File: config.mk
export PLATFORM = sky130hd
export DESIGN_NAME = conversion_result_registers
export DESIGN_NICKNAME = d
export VERILOG_FILES = /design/src/result_regs_pkg.sv /design/src/result_channel.sv /design/src/conversion_result_registers.sv
export SDC_FILE = /design/constraint.sdc
export NUM_CORES = 1
export LEC_CHECK = 0
export ABC_AREA = 1
export BUFFER_PORTS_ARGS = -buffer_cell sky130_fd_sc_hd__buf_2
export CAP_MARGIN = 20
export CORE_MARGIN = 10
export CORE_UTILIZATION = 51
export CTS_BUF_LIST = sky130_fd_sc_hd__clkbuf_4 sky130_fd_sc_hd__clkbuf_8
export CTS_CLUSTER_SIZE = 30
export DETAILED_ROUTE_END_ITERATION = 6
export PLACE_DENSITY_LB_ADDON = 0.05
export SLEW_MARGIN = 30
export SYNTH_ARGS = -nofsm -noshare
export SYNTH_HDL_FRONTEND = slang
export SYNTH_SLANG_ARGS = --single-unit
File: constraint.sdc
create_clock -name i_clock -period 1.4 [get_ports i_clock]
set_clock_uncertainty 0.15 [all_clocks]
set_input_delay 0.28 -clock i_clock [delete_from_list [all_inputs] [get_ports i_clock]]
set_output_delay 0.28 -clock i_clock [all_outputs]
set_load 0.005 [all_outputs]
File: src/result_regs_pkg.sv
// Constants shared by the conversion result register bank
package result_regs_pkg;

  // ----------------------------------------------------------------
  // Register map
  // ----------------------------------------------------------------
  localparam logic [7:0] ADDR_CH0_HIGH_WORD = 8'h00;
  localparam logic [7:0] ADDR_CH0_LOW_WORD  = 8'h01;
  localparam logic [7:0] ADDR_CH1_HIGH_WORD = 8'h02;
  localparam logic [7:0] ADDR_CH1_LOW_WORD  = 8'h03;
  localparam logic [7:0] ADDR_CH2_HIGH_WORD = 8'h04;
  localparam logic [7:0] ADDR_CH2_LOW_WORD  = 8'h05;

  // ----------------------------------------------------------------
  // Field layout of a high word
  // ----------------------------------------------------------------
  localparam int          TIMEOUT_FLAG_BIT  = 13;
  localparam int          AMP_WARN_FLAG_BIT = 12;
  localparam int          RESULT_WIDTH      = 28;
  localparam int          WORD_WIDTH        = 16;
  localparam int          HIGH_DATA_WIDTH   = 12;
  localparam int          NUM_CHANNELS      = 3;
  localparam logic [1:0]  RESERVED_HIGH     = 2'h0;

  // ----------------------------------------------------------------
  // Reset values
  // ----------------------------------------------------------------
  localparam logic [15:0] WORD_RESET        = 16'h0000;
  localparam logic [27:0] RESULT_RESET      = 28'h000_0000;
  localparam logic [15:0] UNMAPPED_READ     = 16'h0000;

endpackage

File: src/result_channel.sv
// One channel: latest result, sticky flags and the low-word snapshot
`timescale 1ns/100ps

module result_channel
  import result_regs_pkg::*;
#(
  parameter bit ENABLED  = 1'b1,
  parameter bit HIGH_RES = 1'b1
) (
  input  logic        i_clock,          // System clock
  input  logic        i_rst_n,          // Synchronous reset, active low
  input  logic        i_conv_done,      // Conversion finished, one cycle
  input  logic [27:0] i_conv_result,    // Result of that conversion
  input  logic        i_timeout,        // Watchdog timeout event, one cycle
  input  logic        i_amp_warn,       // Amplitude warning event, one cycle
  input  logic        i_high_read,      // Host reads the high word, one cycle
  output logic [15:0] o_high_word,      // Flags and result bits 27:16, or bits 11:0 without HIGH_RES
  output logic [15:0] o_low_word,       // Low half captured at high read
  output logic [27:0] o_value           // Latest result, only bits 11:0 kept without HIGH_RES
);

  logic [27:0] value_ff;
  logic [27:0] nxt_value;
  logic        timeout_ff;
  logic        nxt_timeout;
  logic        amp_warn_ff;
  logic        nxt_amp_warn;
  logic [15:0] low_snap_ff;
  logic [15:0] nxt_low_snap;

  // ----------------------------------------------------------------
  // Next state
  // ----------------------------------------------------------------
  always_comb begin
    nxt_value    = value_ff;
    nxt_low_snap = low_snap_ff;
    if (ENABLED && i_conv_done) begin
      nxt_value = HIGH_RES ? i_conv_result : {16'h0000, i_conv_result[11:0]};
    end
    // Event in the read cycle survives: set wins over clear
    nxt_timeout  = ENABLED && (i_timeout || (timeout_ff && !i_high_read));
    nxt_amp_warn = ENABLED && (i_amp_warn || (amp_warn_ff && !i_high_read));
    // Low half frozen with the high word so both come from one conversion
    if (ENABLED && HIGH_RES && i_high_read) begin
      nxt_low_snap = value_ff[15:0];
    end
  end

  always_ff @(posedge i_clock) begin
    if (!i_rst_n) begin
      value_ff    <= RESULT_RESET;
      timeout_ff  <= 1'b0;
      amp_warn_ff <= 1'b0;
      low_snap_ff <= WORD_RESET;
    end else begin
      value_ff    <= nxt_value;
      timeout_ff  <= nxt_timeout;
      amp_warn_ff <= nxt_amp_warn;
      low_snap_ff <= nxt_low_snap;
    end
  end

  // ----------------------------------------------------------------
  // Word views
  // ----------------------------------------------------------------
  assign o_high_word = {RESERVED_HIGH, timeout_ff, amp_warn_ff,
                        HIGH_RES ? value_ff[27:16] : value_ff[11:0]};
  assign o_low_word  = low_snap_ff;
  assign o_value     = value_ff;

endmodule

File: src/conversion_result_registers.sv
// Read-only conversion result register bank with clear-on-read flags
`timescale 1ns/100ps

// Behaviour
// Channel 0 low word at 0x01 returns result bits 15:0, resets zero.
// Channel 1 high word: bits 15:14 zero, 13 timeout, 12 warning, 11:0 data.
// Channel 1 timeout flag sets on timeout, clears when host reads it.
// Channel 1 amplitude warning flag resets zero, clears when host reads it.
// High word low twelve bits: result bits 11:0, or bits 27:16 on high-res.
// Channel 1 low word at 0x03 returns result bits 15:0, resets zero.
// Channel 2 timeout flag sets on timeout, clears on read (FOUR_CHAN set).
// Channel 2 amplitude warning flag resets zero, clears on read.
// Channel 2 result in high word 0x04 and low word 0x05.
// Host reads a channel's high word before its low word; the testbench conversion loop reads the low word first.
// Reading a high word captures the matching low word simultaneously.
module conversion_result_registers
  import result_regs_pkg::*;
#(
  parameter bit HIGH_RES  = 1'b1,
  parameter bit FOUR_CHAN = 1'b1
) (
  input  logic             i_clock,        // 125 MHz system clock
  input  logic             i_rst_n,        // Synchronous reset, active low
  input  logic [2:0]       i_conv_done,    // Per-channel conversion done pulse
  input  logic [2:0][27:0] i_conv_result,  // Per-channel conversion result
  input  logic [2:0]       i_timeout,      // Per-channel watchdog timeout pulse
  input  logic [2:0]       i_amp_warn,     // Per-channel amplitude warning pulse
  input  logic             i_rd_strobe,    // Serial interface read request
  input  logic [7:0]       i_rd_addr,      // Register address of that read
  output logic [15:0]      o_rd_data,      // Read data, valid with o_rd_valid
  output logic             o_rd_valid      // Read data valid, one cycle
);

  logic [2:0]       high_read;
  logic [2:0][15:0] high_word;
  logic [2:0][15:0] low_word;
  logic [2:0][27:0] chan_value;
  logic [15:0]      rd_data_ff;
  logic [15:0]      nxt_rd_data;
  logic             rd_valid_ff;
  logic             nxt_rd_valid;

  // ----------------------------------------------------------------
  // Channels
  // ----------------------------------------------------------------
  assign high_read[0] = i_rd_strobe && (i_rd_addr == ADDR_CH0_HIGH_WORD);
  assign high_read[1] = i_rd_strobe && (i_rd_addr == ADDR_CH1_HIGH_WORD);
  assign high_read[2] = i_rd_strobe && (i_rd_addr == ADDR_CH2_HIGH_WORD);

  for (genvar ch = 0; ch < NUM_CHANNELS; ch++) begin : g_chan
    result_channel #(
      .ENABLED  ((ch < 2) || FOUR_CHAN),
      .HIGH_RES (HIGH_RES)
    ) u_chan (
      .i_clock       (i_clock),
      .i_rst_n       (i_rst_n),
      .i_conv_done   (i_conv_done[ch]),
      .i_conv_result (i_conv_result[ch]),
      .i_timeout     (i_timeout[ch]),
      .i_amp_warn    (i_amp_warn[ch]),
      .i_high_read   (high_read[ch]),
      .o_high_word   (high_word[ch]),
      .o_low_word    (low_word[ch]),
      .o_value       (chan_value[ch])
    );
  end

  // ----------------------------------------------------------------
  // Read decode
  // ----------------------------------------------------------------
  always_comb begin
    nxt_rd_valid = i_rd_strobe;
    nxt_rd_data  = rd_data_ff;
    if (i_rd_strobe) begin
      case (i_rd_addr)
        ADDR_CH0_HIGH_WORD: nxt_rd_data = high_word[0];
        ADDR_CH0_LOW_WORD:  nxt_rd_data = HIGH_RES ? low_word[0] : UNMAPPED_READ;
        ADDR_CH1_HIGH_WORD: nxt_rd_data = high_word[1];
        ADDR_CH1_LOW_WORD:  nxt_rd_data = HIGH_RES ? low_word[1] : UNMAPPED_READ;
        ADDR_CH2_HIGH_WORD: nxt_rd_data = FOUR_CHAN ? high_word[2] : UNMAPPED_READ;
        ADDR_CH2_LOW_WORD:  nxt_rd_data = (FOUR_CHAN && HIGH_RES) ? low_word[2]
                                                                  : UNMAPPED_READ;
        default:            nxt_rd_data = UNMAPPED_READ;
      endcase
    end
  end

  always_ff @(posedge i_clock) begin
    if (!i_rst_n) begin
      rd_data_ff  <= WORD_RESET;
      rd_valid_ff <= 1'b0;
    end else begin
      rd_data_ff  <= nxt_rd_data;
      rd_valid_ff <= nxt_rd_valid;
    end
  end

  assign o_rd_data  = rd_data_ff;
  assign o_rd_valid = rd_valid_ff;

  // ----------------------------------------------------------------
  // Checks
  // ----------------------------------------------------------------
  logic [7:0] last_addr_ff;
  logic [7:0] nxt_last_addr;

  always_comb begin
    nxt_last_addr = last_addr_ff;
    if (i_rd_strobe) begin
      nxt_last_addr = i_rd_addr;
    end
  end

  always_ff @(posedge i_clock) begin
    if (!i_rst_n) begin
      last_addr_ff <= ADDR_CH0_HIGH_WORD;
    end else begin
      last_addr_ff <= nxt_last_addr;
    end
  end

  a_ch0_low_read: assert property (@(posedge i_clock) disable iff (!i_rst_n)
    i_rd_strobe && (i_rd_addr == ADDR_CH0_LOW_WORD)
    |=> o_rd_valid && (o_rd_data == (HIGH_RES ? $past(low_word[0]) : 16'h0000)))
    else $error("channel 0 low word read wrong");

  a_ch1_high_layout: assert property (@(posedge i_clock) disable iff (!i_rst_n)
    o_rd_valid && (last_addr_ff == ADDR_CH1_HIGH_WORD) |-> (o_rd_data[15:14] == 2'h0))
    else $error("channel 1 reserved bits not zero");

  a_ch1_timeout_set: assert property (@(posedge i_clock) disable iff (!i_rst_n)
    i_timeout[1] |=> high_word[1][TIMEOUT_FLAG_BIT] ##1
    (o_rd_data[TIMEOUT_FLAG_BIT] || !$past(high_read[1])))
    else $error("channel 1 timeout flag not set");

  a_ch1_timeout_clear: assert property (@(posedge i_clock) disable iff (!i_rst_n)
    high_read[1] && !i_timeout[1] |=> !high_word[1][TIMEOUT_FLAG_BIT])
    else $error("channel 1 timeout flag not cleared by read");

  a_ch1_warn_clear: assert property (@(posedge i_clock) disable iff (!i_rst_n)
    high_read[1] && !i_amp_warn[1] && high_word[1][AMP_WARN_FLAG_BIT]
    |=> o_rd_data[AMP_WARN_FLAG_BIT] && !high_word[1][AMP_WARN_FLAG_BIT])
    else $error("channel 1 warning flag read or clear wrong");

  a_ch1_result_bits: assert property (@(posedge i_clock) disable iff (!i_rst_n)
    i_conv_done[1] |=> (high_word[1][11:0] == (HIGH_RES ? $past(i_conv_result[1][27:16])
                                                        : $past(i_conv_result[1][11:0]))))
    else $error("channel 1 high word data wrong");

  a_ch1_low_read: assert property (@(posedge i_clock) disable iff (!i_rst_n)
    i_rd_strobe && (i_rd_addr == ADDR_CH1_LOW_WORD)
    |=> (o_rd_data == (HIGH_RES ? $past(low_word[1]) : 16'h0000)))
    else $error("channel 1 low word read wrong");

  a_ch2_timeout_flag: assert property (@(posedge i_clock) disable iff (!i_rst_n)
    i_timeout[2] |=> (high_word[2][TIMEOUT_FLAG_BIT] == FOUR_CHAN))
    else $error("channel 2 timeout flag wrong");

  a_ch2_warn_flag: assert property (@(posedge i_clock) disable iff (!i_rst_n)
    high_read[2] && !i_amp_warn[2] |=> !high_word[2][AMP_WARN_FLAG_BIT])
    else $error("channel 2 warning flag not cleared by read");

  a_ch2_high_read: assert property (@(posedge i_clock) disable iff (!i_rst_n)
    high_read[2] |=> (o_rd_data == (FOUR_CHAN ? $past(high_word[2]) : 16'h0000)))
    else $error("channel 2 high word read wrong");

  a_low_snapshot: assert property (@(posedge i_clock) disable iff (!i_rst_n)
    high_read[1] |=> (low_word[1] == (HIGH_RES ? $past(chan_value[1][15:0]) : 16'h0000)))
    else $error("channel 1 low word not captured with high word");

  a_unmapped_zero: assert property (@(posedge i_clock) disable iff (!i_rst_n)
    i_rd_strobe && (i_rd_addr > ADDR_CH2_LOW_WORD) |=> (o_rd_data == 16'h0000))
    else $error("unmapped read not zero");

  a_rd_valid_pulse: assert property (@(posedge i_clock) disable iff (!i_rst_n)
    i_rd_strobe |=> o_rd_valid)
    else $error("read not answered one cycle after strobe");

  a_rd_valid_idle: assert property (@(posedge i_clock) disable iff (!i_rst_n)
    !i_rd_strobe |=> !o_rd_valid)
    else $error("read valid without a strobe");

  a_rd_data_hold: assert property (@(posedge i_clock) disable iff (!i_rst_n)
    !i_rd_strobe |=> $stable(o_rd_data))
    else $error("read data moved between reads");

  a_ch0_snapshot: assert property (@(posedge i_clock) disable iff (!i_rst_n)
    high_read[0] |=> (low_word[0] == (HIGH_RES ? $past(chan_value[0][15:0]) : 16'h0000)))
    else $error("channel 0 low word not captured with high word");

  a_ch2_snapshot: assert property (@(posedge i_clock) disable iff (!i_rst_n)
    high_read[2] |=> (low_word[2] == ((FOUR_CHAN && HIGH_RES) ? $past(chan_value[2][15:0])
                                                               : 16'h0000)))
    else $error("channel 2 low word not captured with high word");

  a_ch1_warn_set: assert property (@(posedge i_clock) disable iff (!i_rst_n)
    i_amp_warn[1] |=> high_word[1][AMP_WARN_FLAG_BIT])
    else $error("channel 1 warning flag not set");

  a_ch2_warn_set: assert property (@(posedge i_clock) disable iff (!i_rst_n)
    i_amp_warn[2] |=> (high_word[2][AMP_WARN_FLAG_BIT] == FOUR_CHAN))
    else $error("channel 2 warning flag not set");

  a_ch2_timeout_clear: assert property (@(posedge i_clock) disable iff (!i_rst_n)
    high_read[2] && !i_timeout[2] |=> !high_word[2][TIMEOUT_FLAG_BIT])
    else $error("channel 2 timeout flag not cleared by read");

  a_ch2_result_bits: assert property (@(posedge i_clock) disable iff (!i_rst_n)
    i_conv_done[2] |=> (high_word[2][11:0] == (!FOUR_CHAN ? 12'h000
                        : (HIGH_RES ? $past(i_conv_result[2][27:16])
                                    : $past(i_conv_result[2][11:0])))))
    else $error("channel 2 high word data wrong");

  a_low_read_quiet: assert property (@(posedge i_clock) disable iff (!i_rst_n)
    i_rd_strobe && (i_rd_addr == ADDR_CH1_LOW_WORD) |=> $stable(low_word[1]))
    else $error("channel 1 low word read had a side effect");

  a_ch1_high_read: assert property (@(posedge i_clock) disable iff (!i_rst_n)
    high_read[1] |=> (o_rd_data == $past(high_word[1])))
    else $error("channel 1 high word read wrong");

  a_ch0_high_read: assert property (@(posedge i_clock) disable iff (!i_rst_n)
    high_read[0] |=> (o_rd_data == $past(high_word[0])))
    else $error("channel 0 high word read wrong");

  c_high_then_low: cover property (@(posedge i_clock) disable iff (!i_rst_n)
    high_read[1] ##[1:8] (i_rd_strobe && (i_rd_addr == ADDR_CH1_LOW_WORD)));

  c_timeout_read: cover property (@(posedge i_clock) disable iff (!i_rst_n)
    i_timeout[2] ##[1:8] high_read[2]);

  c_set_and_read: cover property (@(posedge i_clock) disable iff (!i_rst_n)
    i_amp_warn[1] && high_read[1]);

  c_ch0_pair: cover property (@(posedge i_clock) disable iff (!i_rst_n)
    high_read[0] ##1 (i_rd_strobe && (i_rd_addr == ADDR_CH0_LOW_WORD)));

endmodule

==> metrics.txt <==
count of unresolved DRC violations after routing=0; input/output buffers=120; time the final worst path needs with I/O delays and setup=approximately 1.4 ns; Placed Instance Area=slightly above 7000 um^2; share of the yosys chip area belonging to registers=49.8%; vias in the first global route=just over 6000; clock sink total=roughly 160; cell with the largest stage delay on the worst path=dfxtp_2; register bit total from synthesis=~160; antenna violations before repair=1; share of synthesized cell area in and, or, nand and nor gates=28.2%; post-synthesis instance area=about 6200 um^2; Final Setup Violations=0; leading cell types in the layout, fill and taps excluded=236 x nor2_1, 141 x dfxtp_1, 132 x o21ai_0, 118 x buf_2, 89 x dlygate4sd3_1; Mapped Nets=around 940; drt via density=about 5.2; Placement Rows=40; final hold violations=0; root buffer selected by CTS=clkbuf_8; ordered cell list for the critical path=buf_2; r2r setup slk=0.31 ns; Fin Setup TNS=0 ns; family with the most delay on the worst path=flip-flops; final design area excluding fillers=8470 um^2; total inserted antenna cells=0; effective utilization at floorplan=around 52%; largest stage delay on the critical path=0.36 ns; Post-Place Worst Slack=-0.287 ns; Die Span X=between 100 and 150 um; Core Footprint=between 10000 and 15000 um^2; required arrival time at the worst endpoint=slightly below 1 ns; number of post-CTS setup repair buffers=0; overflow left after global routing=0; average instance area after synthesis=around 7.4 um^2; Setup crit start=o_rd_data[7]$_SDFFE_PN0P_; PwrDens=~1100 nW/um^2; Max Cap Violations=0; WP data arrival=between 0.9 and 1 ns; fraction of layout cells with a size suffix above 1=a little over a fifth; RePlAce Congestion=around 0.9; highest clock frequency the design can meet=roughly 0.73 GHz; Nets=around 1100; main combinational cell family by area after synthesis=simple AND/OR/NAND/NOR gates; clock latency on the worst-skew pair=0.45 ns; area delta synth->final=36.1%; Worst-path clk slew=0.08 ns; Yosys warnings=0; number of pins exceeding their max-slew limit in the final report=0; Worst Reg-to-Reg Cells=4; transition time at the pin with the least slew margin=0.433 ns; height of the die=~130 um; end of the worst register-to-register path=o_rd_data[4]$_SDFFE_PN0P_; first-pass GRT wire length=just over 30000 um; kind of start point of the critical path=register; destination of the worst hold path=g_chan[2].u_chan.o_value[21]$_SDFFE_PN0P_; Worst Hold Launch=i_conv_result[77]; distinct cell type count after synthesis=22; outcome=completed; all-layer global routing usage=between 20% and 30%; Post-Synth Adder-Cell Area=0%; RSZ-0062 raised after global routing=false; least setup slack across all paths after layout=around 0.037 ns; CTS Buf Count=17; most frequent standard cell in the layout excluding fill and tap cells=nor2_1; deepest level of the CTS H-tree=4; Final Routed Wirelength=approximately 19000 um; combined buffer and inverter count along the critical path=1; period utilization=between 90% and 100%; routed via count=just over 6000; I/O pin cnt=around 120; length of the first detailed-routing pass in iterations=6; maximum fanout count along the critical path=2; HPWL Detailed=around 13000 um; post-DR wirelength/cell=~15 um; pin count of the biggest net entering global routing=56; 1st-iter DRT viols=slightly below 600; Total Die Area=approximately 17000 um^2; class of the tightest hold or removal check=in2reg; Synth Area in Compound Gates=approximately 15%; cell count after synthesis=between 800 and 900; VDD IR-drop max=~0.84 mV; startpoint of the worst-slack reg-to-reg timing path=g_chan[1].u_chan.o_low_word[4]$_SDFFE_PN0P_; slew margin rel.=around 71%; maximum buffer depth of the clock tree=2; type of the worst setup path=reg2out; mux contribution to synthesized area=0%; nature of the critical path endpoint=output pin; minimum hold slack=about 0.024 ns; TritonCTS clock tree=done; leakage dissipation=3.75 nW; number of nets with antenna violations after detailed routing=0; area share of xor/xnor cells in the synthesized design=0%; depth of the worst hold-timing path=3
## synthesized netlist by cell type
library cell / n / area share (%)
a21oi_1: 50 / 4.0
nand3_4: 1 / 0.28
nor2_2: 11 / 1.1
o21ai_1: 10 / 0.80
nand2_1: 70 / 4.2
buf_6: 8 / 1.4
nand2_4: 1 / 0.18
nand2_2: 4 / 0.40
inv_1: 16 / 0.96
nor2_1: 236 / 14
nor2_4: 5 / 0.90
buf_2: 7 / 0.56
buf_1: 5 / 0.30
inv_4: 1 / 0.10
clkinv_2: 2 / 0.16
o21ai_0: 132 / 11
clkbuf_1: 29 / 1.7
buf_4: 7 / 0.84
nand3_1: 82 / 6.6
nor2_8: 1 / 0.32
inv_2: 6 / 0.36
dfxtp_1: 155 / 50
## worst max-delay path by stage
stage,endpoint,depth (start not counted)
floorplan,g_chan[2].u_chan.o_low_word[10]$_SDFFE_PN0P_,9
global placement,o_rd_data[0]$_SDFFE_PN0P_,9
detailed placement,o_rd_data[0]$_SDFFE_PN0P_,9
CTS,o_rd_data[14],1
global route,o_rd_data[11],1
finish,o_rd_data[7],1
## per-layer routing
layer / wire [um] / global-route usage, %
met1: 8000 / 27.1
met2: 9020 / 37.3
met3: 1170 / 5.76
met4: 369 / 7.06
met5: 13 / 0
## cell families (layout without fill, tap and decap cells)
| group | count (synthesis) | in the layout |
|---|---|---|
| AO/OA/AOI/OAI | 192 | 192 |
| flip-flops | 155 | 155 |
| buffers and inverters | 81 | 297 |
| AND/OR/NAND/NOR | 411 | 411 |
## registers in the layout (all words and copies together), names as in the netlist
signal	cells
g_chan.u_chan.o_value	84
g_chan.u_chan.timeout_ff	3
o_rd_data	16
g_chan.u_chan.o_low_word	48
o_rd_valid	1
g_chan.u_chan.amp_warn_ff	3
## stage by stage
step | power [mW] | utilization, % | std cells
2_1_floorplan | 5.19 | - | 839
3_3_place_gp | 5.53 | 59.4 | 1081
4_1_cts | 9.49 | 70.7 | 1202
3_5_place_dp | 5.56 | 59.4 | 1081
5_1_grt | 9.80 | 70.8 | 1202
6_report | 9.45 | 70.8 | 1202
## report_power, final
group          internal (mW)  leakage [nW]  switching [mW]
Combinational          0.476          2.24           0.469
Clock                   2.17         0.225            1.60
Sequential              4.61          1.28           0.115
Total                   7.26          3.75            2.19
## cell type report
cell class / instances / area [um^2]
clock buffers: 19 / 255
multi-input cells: 603 / 2720
clock inverters: 13 / 198
flip-flops and latches: 155 / 3120
well taps: 147 / 184
inverters: 25 / 98.8
fillers: 958 / 3490
repair buffers: 240 / 1900
## repair_timing
action                                  4_1_cts  5_1_grt
endpoints found under the setup margin        9        7
gates resized for setup                       9        7
hold endpoints to repair                     89        0
hold buffers                                 89        0
Power figures use the tool's default switching activity.
